## config.mk

```make
export PLATFORM = sky130hd
export DESIGN_NAME = dbgc_core_ctl
export DESIGN_NICKNAME = d
export VERILOG_FILES = /design/src/verilog/dbgc_pkg.sv /design/src/verilog/dbgc_core_ctl.sv
export VERILOG_INCLUDE_DIRS = /design/src /design/src/verilog
export SDC_FILE = /design/constraint.sdc
export NUM_CORES = 1
export LEC_CHECK = 0
export BUFFER_PORTS_ARGS = -buffer_cell sky130_fd_sc_hd__buf_4
export CAP_MARGIN = 0
export CORE_AREA = 2 2 134 136
export CTS_BUF_LIST = sky130_fd_sc_hd__clkbuf_16
export CTS_CLUSTER_DIAMETER = 120
export DETAILED_ROUTE_END_ITERATION = 12
export DIE_AREA = 0 0 136 138
export GPL_TIMING_DRIVEN = 1
export SYNTH_ARGS = -nofsm -noshare
export SYNTH_HDL_FRONTEND = slang
export SYNTH_SLANG_ARGS = --single-unit
export TNS_END_PERCENT = 30
```

## constraint.sdc

```tcl
create_clock -name i_clk -period 2.1 [get_ports i_clk]
set_input_delay 0.105 -clock i_clk [delete_from_list [all_inputs] [get_ports i_clk]]
set_output_delay 0.105 -clock i_clk [all_outputs]
set_load 0.005 [all_outputs]
```

## src/verilog/dbgc_cfg.svh

```systemverilog
`ifndef DBGC_CFG_SVH
`define DBGC_CFG_SVH

// ----------------------------------------------------------------------------
// Widths
// ----------------------------------------------------------------------------
`define DBGC_ADDR_W 16
`define DBGC_CNT_W 4
`define DBGC_NUM_BP 4
`define DBGC_BP_IDX_W 2

// ----------------------------------------------------------------------------
// Instruction timing limits
// ----------------------------------------------------------------------------
`define DBGC_MAX_CYC 4'h8
`define DBGC_MIN_CYC 4'h1

`endif

```

## src/verilog/dbgc_pkg.sv

```systemverilog
`include "dbgc_cfg.svh"

package dbgc_pkg;

  typedef enum logic [1:0] {
    DBGC_ST_RUN  = 2'b00,
    DBGC_ST_HALT = 2'b01,
    DBGC_ST_STEP = 2'b10,
    DBGC_ST_ACC  = 2'b11
  } dbgc_state_t;

  typedef enum logic [3:0] {
    DBGC_CMD_NOP    = 4'h0,
    DBGC_CMD_HALT   = 4'h1,
    DBGC_CMD_RUN    = 4'h2,
    DBGC_CMD_STEP   = 4'h3,
    DBGC_CMD_SET_BP = 4'h4,
    DBGC_CMD_CLR_BP = 4'h5,
    DBGC_CMD_READ   = 4'h6,
    DBGC_CMD_WRITE  = 4'h7,
    DBGC_CMD_STACK  = 4'h8
  } dbgc_cmd_t;

  typedef enum logic [2:0] {
    DBGC_SP_REG  = 3'h0,
    DBGC_SP_SFR  = 3'h1,
    DBGC_SP_IRAM = 3'h2,
    DBGC_SP_XRAM = 3'h3,
    DBGC_SP_CODE = 3'h4
  } dbgc_space_t;

  typedef struct packed {
    dbgc_state_t state;
    logic [`DBGC_CNT_W-1:0] cnt;
    logic ins_done;
    logic run_en;
    logic halt_req;
    logic bp_skip;
    logic step_issued;
    logic [`DBGC_NUM_BP-1:0] bp_en;
    logic [`DBGC_NUM_BP-1:0][`DBGC_ADDR_W-1:0] bp_addr;
    logic mem_req;
    logic mem_we;
    dbgc_space_t mem_space;
    logic [`DBGC_ADDR_W-1:0] mem_addr;
    logic [7:0] mem_wdata;
    logic rsp_valid;
    logic rsp_err;
    logic [7:0] rdata;
    logic ready;
    logic halted;
  } dbgc_regs_t;

endpackage : dbgc_pkg

```

## src/verilog/dbgc_core_ctl.sv

```systemverilog
// Overview of operation
// RQ1: Flash programmed through the two-wire development port.
// RQ2: Debugger sets breakpoints, runs, halts, single-steps.
// RQ3: Halted core's call stack readable by debugger.
// RQ4: Debugger reads and writes registers and memory.
// RQ5: Debug uses no application-visible resources.
// RQ6: Opcodes, addressing, flags match standard set.
// RQ7: Timing counted in whole system clock cycles.
// RQ8: Most instructions take cycles equal bytes.
// RQ9: Untaken conditional branch takes one cycle less.
// RQ10: No instruction exceeds eight clock cycles.
// RQ11: Single step executes exactly one instruction.
`timescale 1ns/1ps
`include "dbgc_cfg.svh"

module dbgc_core_ctl (
  input wire logic i_clk,
  input wire logic i_sys_rst,
  input wire logic i_dbg_cmd_valid,
  input wire logic [3:0] i_dbg_cmd,
  input wire logic [2:0] i_dbg_space,
  input wire logic [`DBGC_BP_IDX_W-1:0] i_dbg_bp_idx,
  input wire logic [`DBGC_ADDR_W-1:0] i_dbg_addr,
  input wire logic [7:0] i_dbg_wdata,
  input wire logic i_ins_start,
  input wire logic [1:0] i_ins_bytes,
  input wire logic i_ins_fixed,
  input wire logic [`DBGC_CNT_W-1:0] i_ins_cycles,
  input wire logic i_ins_is_branch,
  input wire logic i_ins_taken,
  input wire logic [`DBGC_ADDR_W-1:0] i_next_pc,
  input wire logic [7:0] i_core_sp,
  input wire logic i_mem_ack,
  input wire logic [7:0] i_mem_rdata,
  output logic o_run_en,
  output logic o_ins_done,
  output logic o_halted,
  output logic o_dbg_ready,
  output logic o_dbg_rsp_valid,
  output logic o_dbg_rsp_err,
  output logic [7:0] o_dbg_rdata,
  output logic o_mem_req,
  output logic o_mem_we,
  output logic [2:0] o_mem_space,
  output logic [`DBGC_ADDR_W-1:0] o_mem_addr,
  output logic [7:0] o_mem_wdata
);

  dbgc_pkg::dbgc_regs_t st_ff;
  dbgc_pkg::dbgc_regs_t nxt_st;
  logic [`DBGC_CNT_W-1:0] nxt_cyc;
  logic [`DBGC_CNT_W-1:0] base_cyc;
  logic idle;
  logic bp_hit;
  logic cmd_ok;
  dbgc_pkg::dbgc_cmd_t cmd;

  // ----------------------------------------------------------------------------
  // Cycle count of the issuing instruction
  // ----------------------------------------------------------------------------
  // The opcode itself is decoded by the core untouched; only its cycle count
  // is shaped here, so encoding and flag effects stay standard. [RQ6]
  always_comb begin
    base_cyc = i_ins_fixed ? i_ins_cycles : {2'b00, i_ins_bytes}; // [RQ8]
    if (i_ins_is_branch && !i_ins_taken) begin
      base_cyc = base_cyc - `DBGC_MIN_CYC; // [RQ9]
    end
    if (base_cyc > `DBGC_MAX_CYC) begin
      nxt_cyc = `DBGC_MAX_CYC; // [RQ10]
    end else if (base_cyc < `DBGC_MIN_CYC) begin
      nxt_cyc = `DBGC_MIN_CYC; // [RQ7]
    end else begin
      nxt_cyc = base_cyc;
    end
  end

  // ----------------------------------------------------------------------------
  // Control state
  // ----------------------------------------------------------------------------
  always_comb begin
    nxt_st = st_ff;
    cmd = dbgc_pkg::dbgc_cmd_t'(i_dbg_cmd);
    cmd_ok = i_dbg_cmd_valid && st_ff.ready;
    nxt_st.ins_done = 1'b0;
    nxt_st.rsp_valid = 1'b0;
    nxt_st.rsp_err = 1'b0;
    // Whole-cycle countdown; a start loads the count of cycles still to run.
    if (i_ins_start) begin
      nxt_st.cnt = nxt_cyc - `DBGC_MIN_CYC; // [RQ7]
      nxt_st.ins_done = (nxt_cyc == `DBGC_MIN_CYC);
      nxt_st.bp_skip = 1'b0;
      if (st_ff.state == dbgc_pkg::DBGC_ST_STEP) begin
        nxt_st.step_issued = 1'b1; // [RQ11]
      end
    end else if (st_ff.cnt != '0) begin
      nxt_st.cnt = st_ff.cnt - `DBGC_MIN_CYC;
      nxt_st.ins_done = (st_ff.cnt == `DBGC_MIN_CYC);
    end
    idle = !i_ins_start && (st_ff.cnt == '0);
    bp_hit = 1'b0;
    for (int i = 0; i < `DBGC_NUM_BP; i++) begin
      if (st_ff.bp_en[i] && (st_ff.bp_addr[i] == i_next_pc)) begin
        bp_hit = 1'b1; // [RQ2]
      end
    end
    if (cmd_ok && (cmd == dbgc_pkg::DBGC_CMD_SET_BP)) begin
      nxt_st.bp_en[i_dbg_bp_idx] = 1'b1; // [RQ2]
      nxt_st.bp_addr[i_dbg_bp_idx] = i_dbg_addr;
      nxt_st.rsp_valid = 1'b1;
    end
    if (cmd_ok && (cmd == dbgc_pkg::DBGC_CMD_CLR_BP)) begin
      nxt_st.bp_en[i_dbg_bp_idx] = 1'b0;
      nxt_st.rsp_valid = 1'b1;
    end
    unique case (st_ff.state)
      dbgc_pkg::DBGC_ST_RUN: begin
        if (cmd_ok && (cmd == dbgc_pkg::DBGC_CMD_HALT)) begin
          nxt_st.halt_req = 1'b1;
          nxt_st.rsp_valid = 1'b1;
        end
        // Halting waits for an instruction boundary so no instruction is cut.
        if (idle && (nxt_st.halt_req || (bp_hit && !st_ff.bp_skip))) begin
          nxt_st.state = dbgc_pkg::DBGC_ST_HALT; // [RQ2]
          nxt_st.halt_req = 1'b0;
        end
      end
      dbgc_pkg::DBGC_ST_STEP: begin
        // A halt during a step is answered at once; the step still runs to its end.
        if (cmd_ok && (cmd == dbgc_pkg::DBGC_CMD_HALT)) begin
          nxt_st.rsp_valid = 1'b1;
        end
        if (st_ff.step_issued && idle) begin
          nxt_st.state = dbgc_pkg::DBGC_ST_HALT; // [RQ11]
        end
      end
      dbgc_pkg::DBGC_ST_HALT: begin
        if (cmd_ok) begin
          nxt_st.rsp_valid = 1'b1;
          unique case (cmd)
            dbgc_pkg::DBGC_CMD_RUN: begin
              nxt_st.state = dbgc_pkg::DBGC_ST_RUN;
              nxt_st.bp_skip = 1'b1;
            end
            dbgc_pkg::DBGC_CMD_STEP: begin
              nxt_st.state = dbgc_pkg::DBGC_ST_STEP; // [RQ2]
              nxt_st.step_issued = 1'b0;
            end
            dbgc_pkg::DBGC_CMD_READ, dbgc_pkg::DBGC_CMD_WRITE: begin
              nxt_st.rsp_valid = 1'b0;
              nxt_st.state = dbgc_pkg::DBGC_ST_ACC; // [RQ4]
              nxt_st.mem_req = 1'b1;
              nxt_st.mem_we = (cmd == dbgc_pkg::DBGC_CMD_WRITE); // [RQ1]
              nxt_st.mem_space = dbgc_pkg::dbgc_space_t'(i_dbg_space);
              nxt_st.mem_addr = i_dbg_addr;
              nxt_st.mem_wdata = i_dbg_wdata;
            end
            dbgc_pkg::DBGC_CMD_STACK: begin
              // Walks down from the live stack pointer; the core's own SP and
              // RAM are never touched, so the program sees nothing. [RQ5]
              nxt_st.rsp_valid = 1'b0;
              nxt_st.state = dbgc_pkg::DBGC_ST_ACC; // [RQ3]
              nxt_st.mem_req = 1'b1;
              nxt_st.mem_we = 1'b0;
              nxt_st.mem_space = dbgc_pkg::DBGC_SP_IRAM;
              nxt_st.mem_addr = {8'h00, i_core_sp - i_dbg_addr[7:0]};
            end
            default: begin
              nxt_st.rsp_valid = (cmd == dbgc_pkg::DBGC_CMD_HALT) ||
                                 (cmd == dbgc_pkg::DBGC_CMD_SET_BP) ||
                                 (cmd == dbgc_pkg::DBGC_CMD_CLR_BP);
              nxt_st.rsp_err = !nxt_st.rsp_valid;
              nxt_st.rsp_valid = 1'b1;
            end
          endcase
        end
      end
      dbgc_pkg::DBGC_ST_ACC: begin
        if (i_mem_ack) begin
          nxt_st.mem_req = 1'b0;
          nxt_st.mem_we = 1'b0;
          nxt_st.rdata = i_mem_rdata;
          nxt_st.rsp_valid = 1'b1;
          nxt_st.state = dbgc_pkg::DBGC_ST_HALT;
        end
      end
    endcase
    // Access and step commands are refused with an error while running.
    if (cmd_ok && (st_ff.state != dbgc_pkg::DBGC_ST_HALT) &&
        (cmd != dbgc_pkg::DBGC_CMD_HALT) && (cmd != dbgc_pkg::DBGC_CMD_SET_BP) &&
        (cmd != dbgc_pkg::DBGC_CMD_CLR_BP) && (cmd != dbgc_pkg::DBGC_CMD_NOP)) begin
      nxt_st.rsp_valid = 1'b1;
      nxt_st.rsp_err = 1'b1;
    end
    // The core needs the next pc one cycle ahead so a breakpoint can stop issue.
    nxt_st.run_en = ((nxt_st.state == dbgc_pkg::DBGC_ST_RUN) && !nxt_st.halt_req &&
                     !(bp_hit && !nxt_st.bp_skip)) ||
                    ((nxt_st.state == dbgc_pkg::DBGC_ST_STEP) && !nxt_st.step_issued);
    nxt_st.ready = (nxt_st.state != dbgc_pkg::DBGC_ST_ACC);
    nxt_st.halted = (nxt_st.state == dbgc_pkg::DBGC_ST_HALT);
  end

  always_ff @(posedge i_clk) begin
    if (i_sys_rst) begin
      st_ff <= '0;
      st_ff.state <= dbgc_pkg::DBGC_ST_HALT;
      st_ff.ready <= 1'b1;
      st_ff.halted <= 1'b1;
    end else begin
      st_ff <= nxt_st;
    end
  end

  assign o_run_en = st_ff.run_en;
  assign o_ins_done = st_ff.ins_done;
  assign o_halted = st_ff.halted;
  assign o_dbg_ready = st_ff.ready;
  assign o_dbg_rsp_valid = st_ff.rsp_valid;
  assign o_dbg_rsp_err = st_ff.rsp_err;
  assign o_dbg_rdata = st_ff.rdata;
  assign o_mem_req = st_ff.mem_req;
  assign o_mem_we = st_ff.mem_we;
  assign o_mem_space = st_ff.mem_space;
  assign o_mem_addr = st_ff.mem_addr;
  assign o_mem_wdata = st_ff.mem_wdata;
endmodule : dbgc_core_ctl

```

After elaboration in Yosys (flattened, before gate mapping)
Index checks and enable logic that the tools add are counted.
{"block": "totals", "reg_bits": 120, "latch_bits": 0, "ramBits": 0, "rom_bits": 0, "inputBits": 79, "output_inout_bits": 43, "mem_count": 0}
{"block": "classes", "add_sub_neg": 4, "multipliers": 0, "div_mod_pow": 0, "n_lt_le_gt_ge": 4, "eq_ne": 27, "shift": 0, "n_mux": 47, "n_bitwise": 3, "reduce_logical": 51}
{"operator": "$mux 68", "count": 1}
{"operator": "$bwmux 64", "count": 1}
{"operator": "$eq 16x16->1", "count": 4}
{"operator": "$pmux 21 s2", "count": 1}
{"operator": "$demux 16 s2", "count": 1}
{"operator": "$mux 31", "count": 1}
{"operator": "$logic_and 1x1->1", "count": 23}
{"operator": "$mux 4", "count": 5}
{"operator": "$mux 1", "count": 19}
{"operator": "$mux 2", "count": 9}
{"operator": "$eq 4x3->1 const B", "count": 4}
{"operator": "$mux 16", "count": 1}
{"operator": "$eq 4x1->1 const B", "count": 3}
{"operator": "$sub 4x1->4 const B", "count": 3}
{"operator": "$mux 5", "count": 2}
{"operator": "$eq 4x2->1 const B", "count": 2}
{"operator": "$logic_not 1->1", "count": 8}
{"operator": "$mux 8", "count": 1}
{"operator": "$ne 4x3->1 const B", "count": 2}
{"operator": "$pmux 2 s4", "count": 1}
{"operator": "$reduce_bool 4->1", "count": 2}
{"operator": "$sub 8x8->8", "count": 1}
{"operator": "$eq 2x2->1 const B", "count": 3}
{"operator": "$ne 2x2->1 const B", "count": 3}
{"operator": "other kinds (26)", "count": 35}

Depth between registers and ports, before layout
{"block": "depth", "word_depth": 15, "ltp_mapped": 10, "mapped_depth_nobuf": 10}

Worst setup path before layout
OpenSTA, ideal clock, no wires.
{"block": "synth_timing", "kind": "input-to-reg", "startpoint": "input port i_ins_fixed", "endpoint": "register st_ff[116] (netlist bit)", "arrival_ns": 1.974, "required_time_ns": 2.009, "path_slack_ns": 0.035, "cell_stages": 9, "path_buffers": 0, "cell_sequence": "mux2i_2 -> ha_1 -> xor2_1 -> a21oi_1 -> a211oi_1 -> inv_1 -> ha_1 -> or3_1 -> a311oi_1"}
{"block": "synth_via", "elab_chain_cells": 8}
{"element": "from (decl)", "line_no": "dbgc_core_ctl.sv:27", "text": "input wire logic i_ins_fixed,"}
{"element": "$mux 4 *", "line_no": "dbgc_core_ctl.sv:64", "text": "base_cyc = i_ins_fixed ? i_ins_cycles : {2'b00, i_ins_bytes};"}
{"element": "$sub 4x1->4 (no source line)"}
{"element": "$mux 4 *", "line_no": "dbgc_core_ctl.sv:65", "text": "if (i_ins_is_branch && !i_ins_taken) begin"}
{"element": "$lt 4x1->1 (no source line)"}
{"element": "$mux 4", "line_no": "dbgc_core_ctl.sv:70", "text": "end else if (base_cyc < `DBGC_MIN_CYC) begin"}
{"element": "$mux 4 *", "line_no": "dbgc_core_ctl.sv:68", "text": "if (base_cyc > `DBGC_MAX_CYC) begin"}
{"element": "$sub 4x1->4 (no source line) *"}
{"element": "$mux 5 *", "line_no": "dbgc_core_ctl.sv:88", "text": "if (i_ins_start) begin"}
{"element": "to (signal assigned)", "line_no": "dbgc_core_ctl.sv:209", "text": "st_ff <= nxt_st;"}
{"element": "to (decl)", "line_no": "dbgc_core_ctl.sv:49", "text": "dbgc_pkg::dbgc_regs_t st_ff;"}
Mark *: on every way between the ends. The rest lies on a longest branch, timed or not.
A chain may end at the register's enable or synchronous reset.

==> flow_summary_export.csv <==
group,metric,value,unit
timing,timing.final.crit_period,1910,ps
logic_synthesis,ys_seq_area_share,40.1,%
timing,max_slew_margin,52.6,%
route,via_per_inst,4.78,
power_and_ir_drop,irDropWorstVdd,603,uV
worst_setup_path,crit_end,"o_halted$_SDFF_PP1_",
cts,h-tree-depth,4,
floorplanning,die_h,138,um
timing,hold_viol,0,
logic_synthesis,syn_avg_cell_area,7.89,um^2
final_layout,num_antenna_cells,0,
worst_setup_path,cp-start-kind,"register",
cts,clkTransAtPathRegs,50,ps
logic_synthesis,synth_area,5990,um^2
worst_setup_path,end_kind,"register",
route,ant_nets,0,
timing,slew_viol_final,0,
worst_setup_path,reg2regPathDepth,8,
floorplanning,initial_core_util,34.2,%
final_layout,fillers,1790,
grt,grt_pass1_vias,5242,
floorplanning,die_w,136,um
route,num_vias,5358,
logic_synthesis,syn_nets,850,
timing,hold_slack,27.4,ps
status,status,"completed",
final_layout,post-route-util,44.9,%
placed_design,place_congestion,0.814,
timing,max_freq,0.524,GHz
logic_synthesis,yosysWarnings,0,
grt,grt_pass1_wl,26.7,mm
grt,grt_overflow_total,0,
route,drtIter0Drc,328,
floorplanning,num_io_pins,122,
final_layout,nNetsFinal,970,
worst_setup_path,required,2450,ps
timing,finClkSkew,7.22,ps
min_path,hold_path_class,"in2reg",
run,cap_violations,0,
final_layout,area.growth.synth_to_final,31.4,%
worst_setup_path,crit_type,"reg2reg",
cts,clkSinkCount,120,
floorplanning,die_area,18800,um^2
logic_synthesis,synthDistinctLibCells,53,
route,wirelength,16.9,mm
cts,postCtsSetupBuffers,0,
grt,grt_usage,18.3,%
timing,setup_ws,191,ps
grt,grt_max_degree,91,
placed_design,portBuffers,121,
floorplanning,row_count,49,
placed_design,place_ws,-59.0,ps
cts,ctsLongestPathBuffers,2,
worst_setup_path,r2r_end,"o_halted$_SDFF_PP1_",
grt,grt_antenna_before_repair,0,
route,wl_per_cell,15.1,um
timing,worst_slew_pin_slew,711,ps
logic_synthesis,syn_inst,760,
cts,cts_root_buf,"clkbuf_16",
worst_setup_path,crit_arrival,2260,ps
route,drt_first_pass_iters,5,
cts,clk-insertion-delay-late,420,ps
timing,setup_violations,0,
placed_design,hpwlAfterDp,11.9,mm
timing,rsz0062_at_grt,"no",
cts,cts_buffers,17,
timing,finalCritPeriodShare,90.9,%
timing,finalSetupTns,0,ps
power_and_ir_drop,p_leak,3.01,nW
cts,cts_tree,"yes",
power_and_ir_drop,power,5.87,mW
power_and_ir_drop,pwr_density_cell,746,nW/um^2
worst_setup_path,worst-r2r-setup-slack,190,ps
logic_synthesis,synth_seq_cells,120,
floorplanning,coreArea,17500,um^2
worst_setup_path,cp_max_fo,2,
route,route.detailed.drc,0,
final_layout,drive_gt1_share,21.5,%
worst min-delay path by stage:
stage | end | cells past startpoint | start
floorplan | o_dbg_rdata[0]$_SDFFE_PP0P_ | 2 | i_mem_rdata[0]
finish | o_dbg_rsp_err$_SDFF_PP0_ | 4 | i_dbg_cmd[3]
detailed placement | o_dbg_rdata[6]$_SDFFE_PP0P_ | 3 | i_mem_rdata[6]
CTS | o_dbg_rsp_err$_SDFF_PP0_ | 4 | i_dbg_cmd[3]
global placement | o_mem_wdata[6]$_SDFFE_PP0P_ | 3 | i_dbg_wdata[6]
global route | o_dbg_rsp_err$_SDFF_PP0_ | 4 | i_dbg_cmd[3]
layout make-up:
class	count	area [um^2]	area share, %
Inverter	14	52.6	0.667
Clock inverter	14	143	1.81
Tap cell	229	287	3.64
Sequential cell	120	2400	30.5
Clock buffer	17	425	5.40
Timing Repair Buffer	186	1490	18.9
Multi-Input combinational cell	541	3080	39.1
metrics by stage:
step,instance area [um^2],cells
after floorplan,5990,760
after global placement,6980,1058
after detailed placement,6980,1058
after CTS,7870,1121
after global routing,7880,1121
final,7880,1121
routing by layer:
layer  part of all wire [%]  GRT usage, %  routed length [um]
met1                     46          23.8                7720
met2                     46          29.1                7800
met3                    6.5          5.39                1100
met4                    1.8          5.87                 300
met5                      0             0                   0
worst max-delay path, cell delays in order (launching register included):
cell and delay (ps):
dfxtp_1 320, xor2_1 150, nor4_1 380, nand4_1 200, nor4_1 220, nor4_1 90, buf_4 160, a21oi_1 150
nor2b_1 170
report_power, final:
group / switching [mW] / total (mW) / leakage, nW / internal, mW
clock network: 0.999 / 2.82 / 0.286 / 1.82
registers: 0.0242 / 2.34 / 0.970 / 2.32
logic: 0.358 / 0.712 / 1.76 / 0.354
logic make-up after synthesis:
logic type | Yosys count | share of synthesized area, %
flops | 120 | 40.1
xor+xnor | 70 | 10.2
mux | 4 | 0.793
fa+ha+maj | 11 | 2.42
buf+inv | 99 | 8.68
compound gates | 151 | 14.8
simple gates | 305 | 23.0
placed cells by master (no fill, tap or decap), types with 5 or more instances in the layout:
cell type | netlist | layout
inv_1 | 14 | 17
nor4_1 | 10 | 9
clkbuf_16 | 0 | 17
nor2_1 | 37 | 37
xnor2_1 | 51 | 51
ha_1 | 10 | 10
o21ai_0 | 5 | 5
a21oi_1 | 100 | 100
dlygate4sd3_1 | 0 | 32
nand2_1 | 191 | 191
a22oi_1 | 10 | 10
nor2b_1 | 8 | 8
xor2_1 | 19 | 19
a211oi_1 | 11 | 11
buf_4 | 35 | 153
nand4_1 | 13 | 13
and3_1 | 6 | 6
dfxtp_1 | 120 | 120
o21ai_1 | 5 | 5
nand3_1 | 6 | 6
cells in the mapped netlist (all sizes together):
cell     count  area share (%)
nand2      191              12
dfxtp      120              40
a21oi      100             8.4
buf         51             5.7
xnor2       51             7.5
nor2        39             2.5
clkbuf      34             2.1
xor2        19             2.8
inv         14            0.88
nand4       13             1.4
nor4        12             1.5
a211oi      11             1.4
a22oi       10             1.3
ha          10             2.1
o21ai       10            0.83
nor2b        8            0.84
nand3        7            0.67
and3         6            0.63
nor3         6            0.67
a311oi       4            0.69
mux2i        4            0.79
nand2b       4            0.42
nand3b       4            0.50
nand4b       4            0.58
o211ai       4            0.58
and2         3            0.31
nor3b        3            0.46
a2111oi      2            0.42
a21boi       2            0.25
a32oi        2            0.29
o21a         2            0.25
or3          2            0.21
a31oi        1            0.10
and4         1            0.15
fa           1            0.33
nor4b        1            0.15
o21bai       1            0.13
o311ai       1            0.15
o31ai        1            0.13
or2          1            0.10
repair_timing:
item | in CTS | in global routing
resized for setup | 0 | 1
hold buffers | 32 | 0
endpoints found under the setup margin | 0 | 1
endpoints found under the hold margin | 70 | 0
No activity file was read; power rests on OpenSTA's default activity.
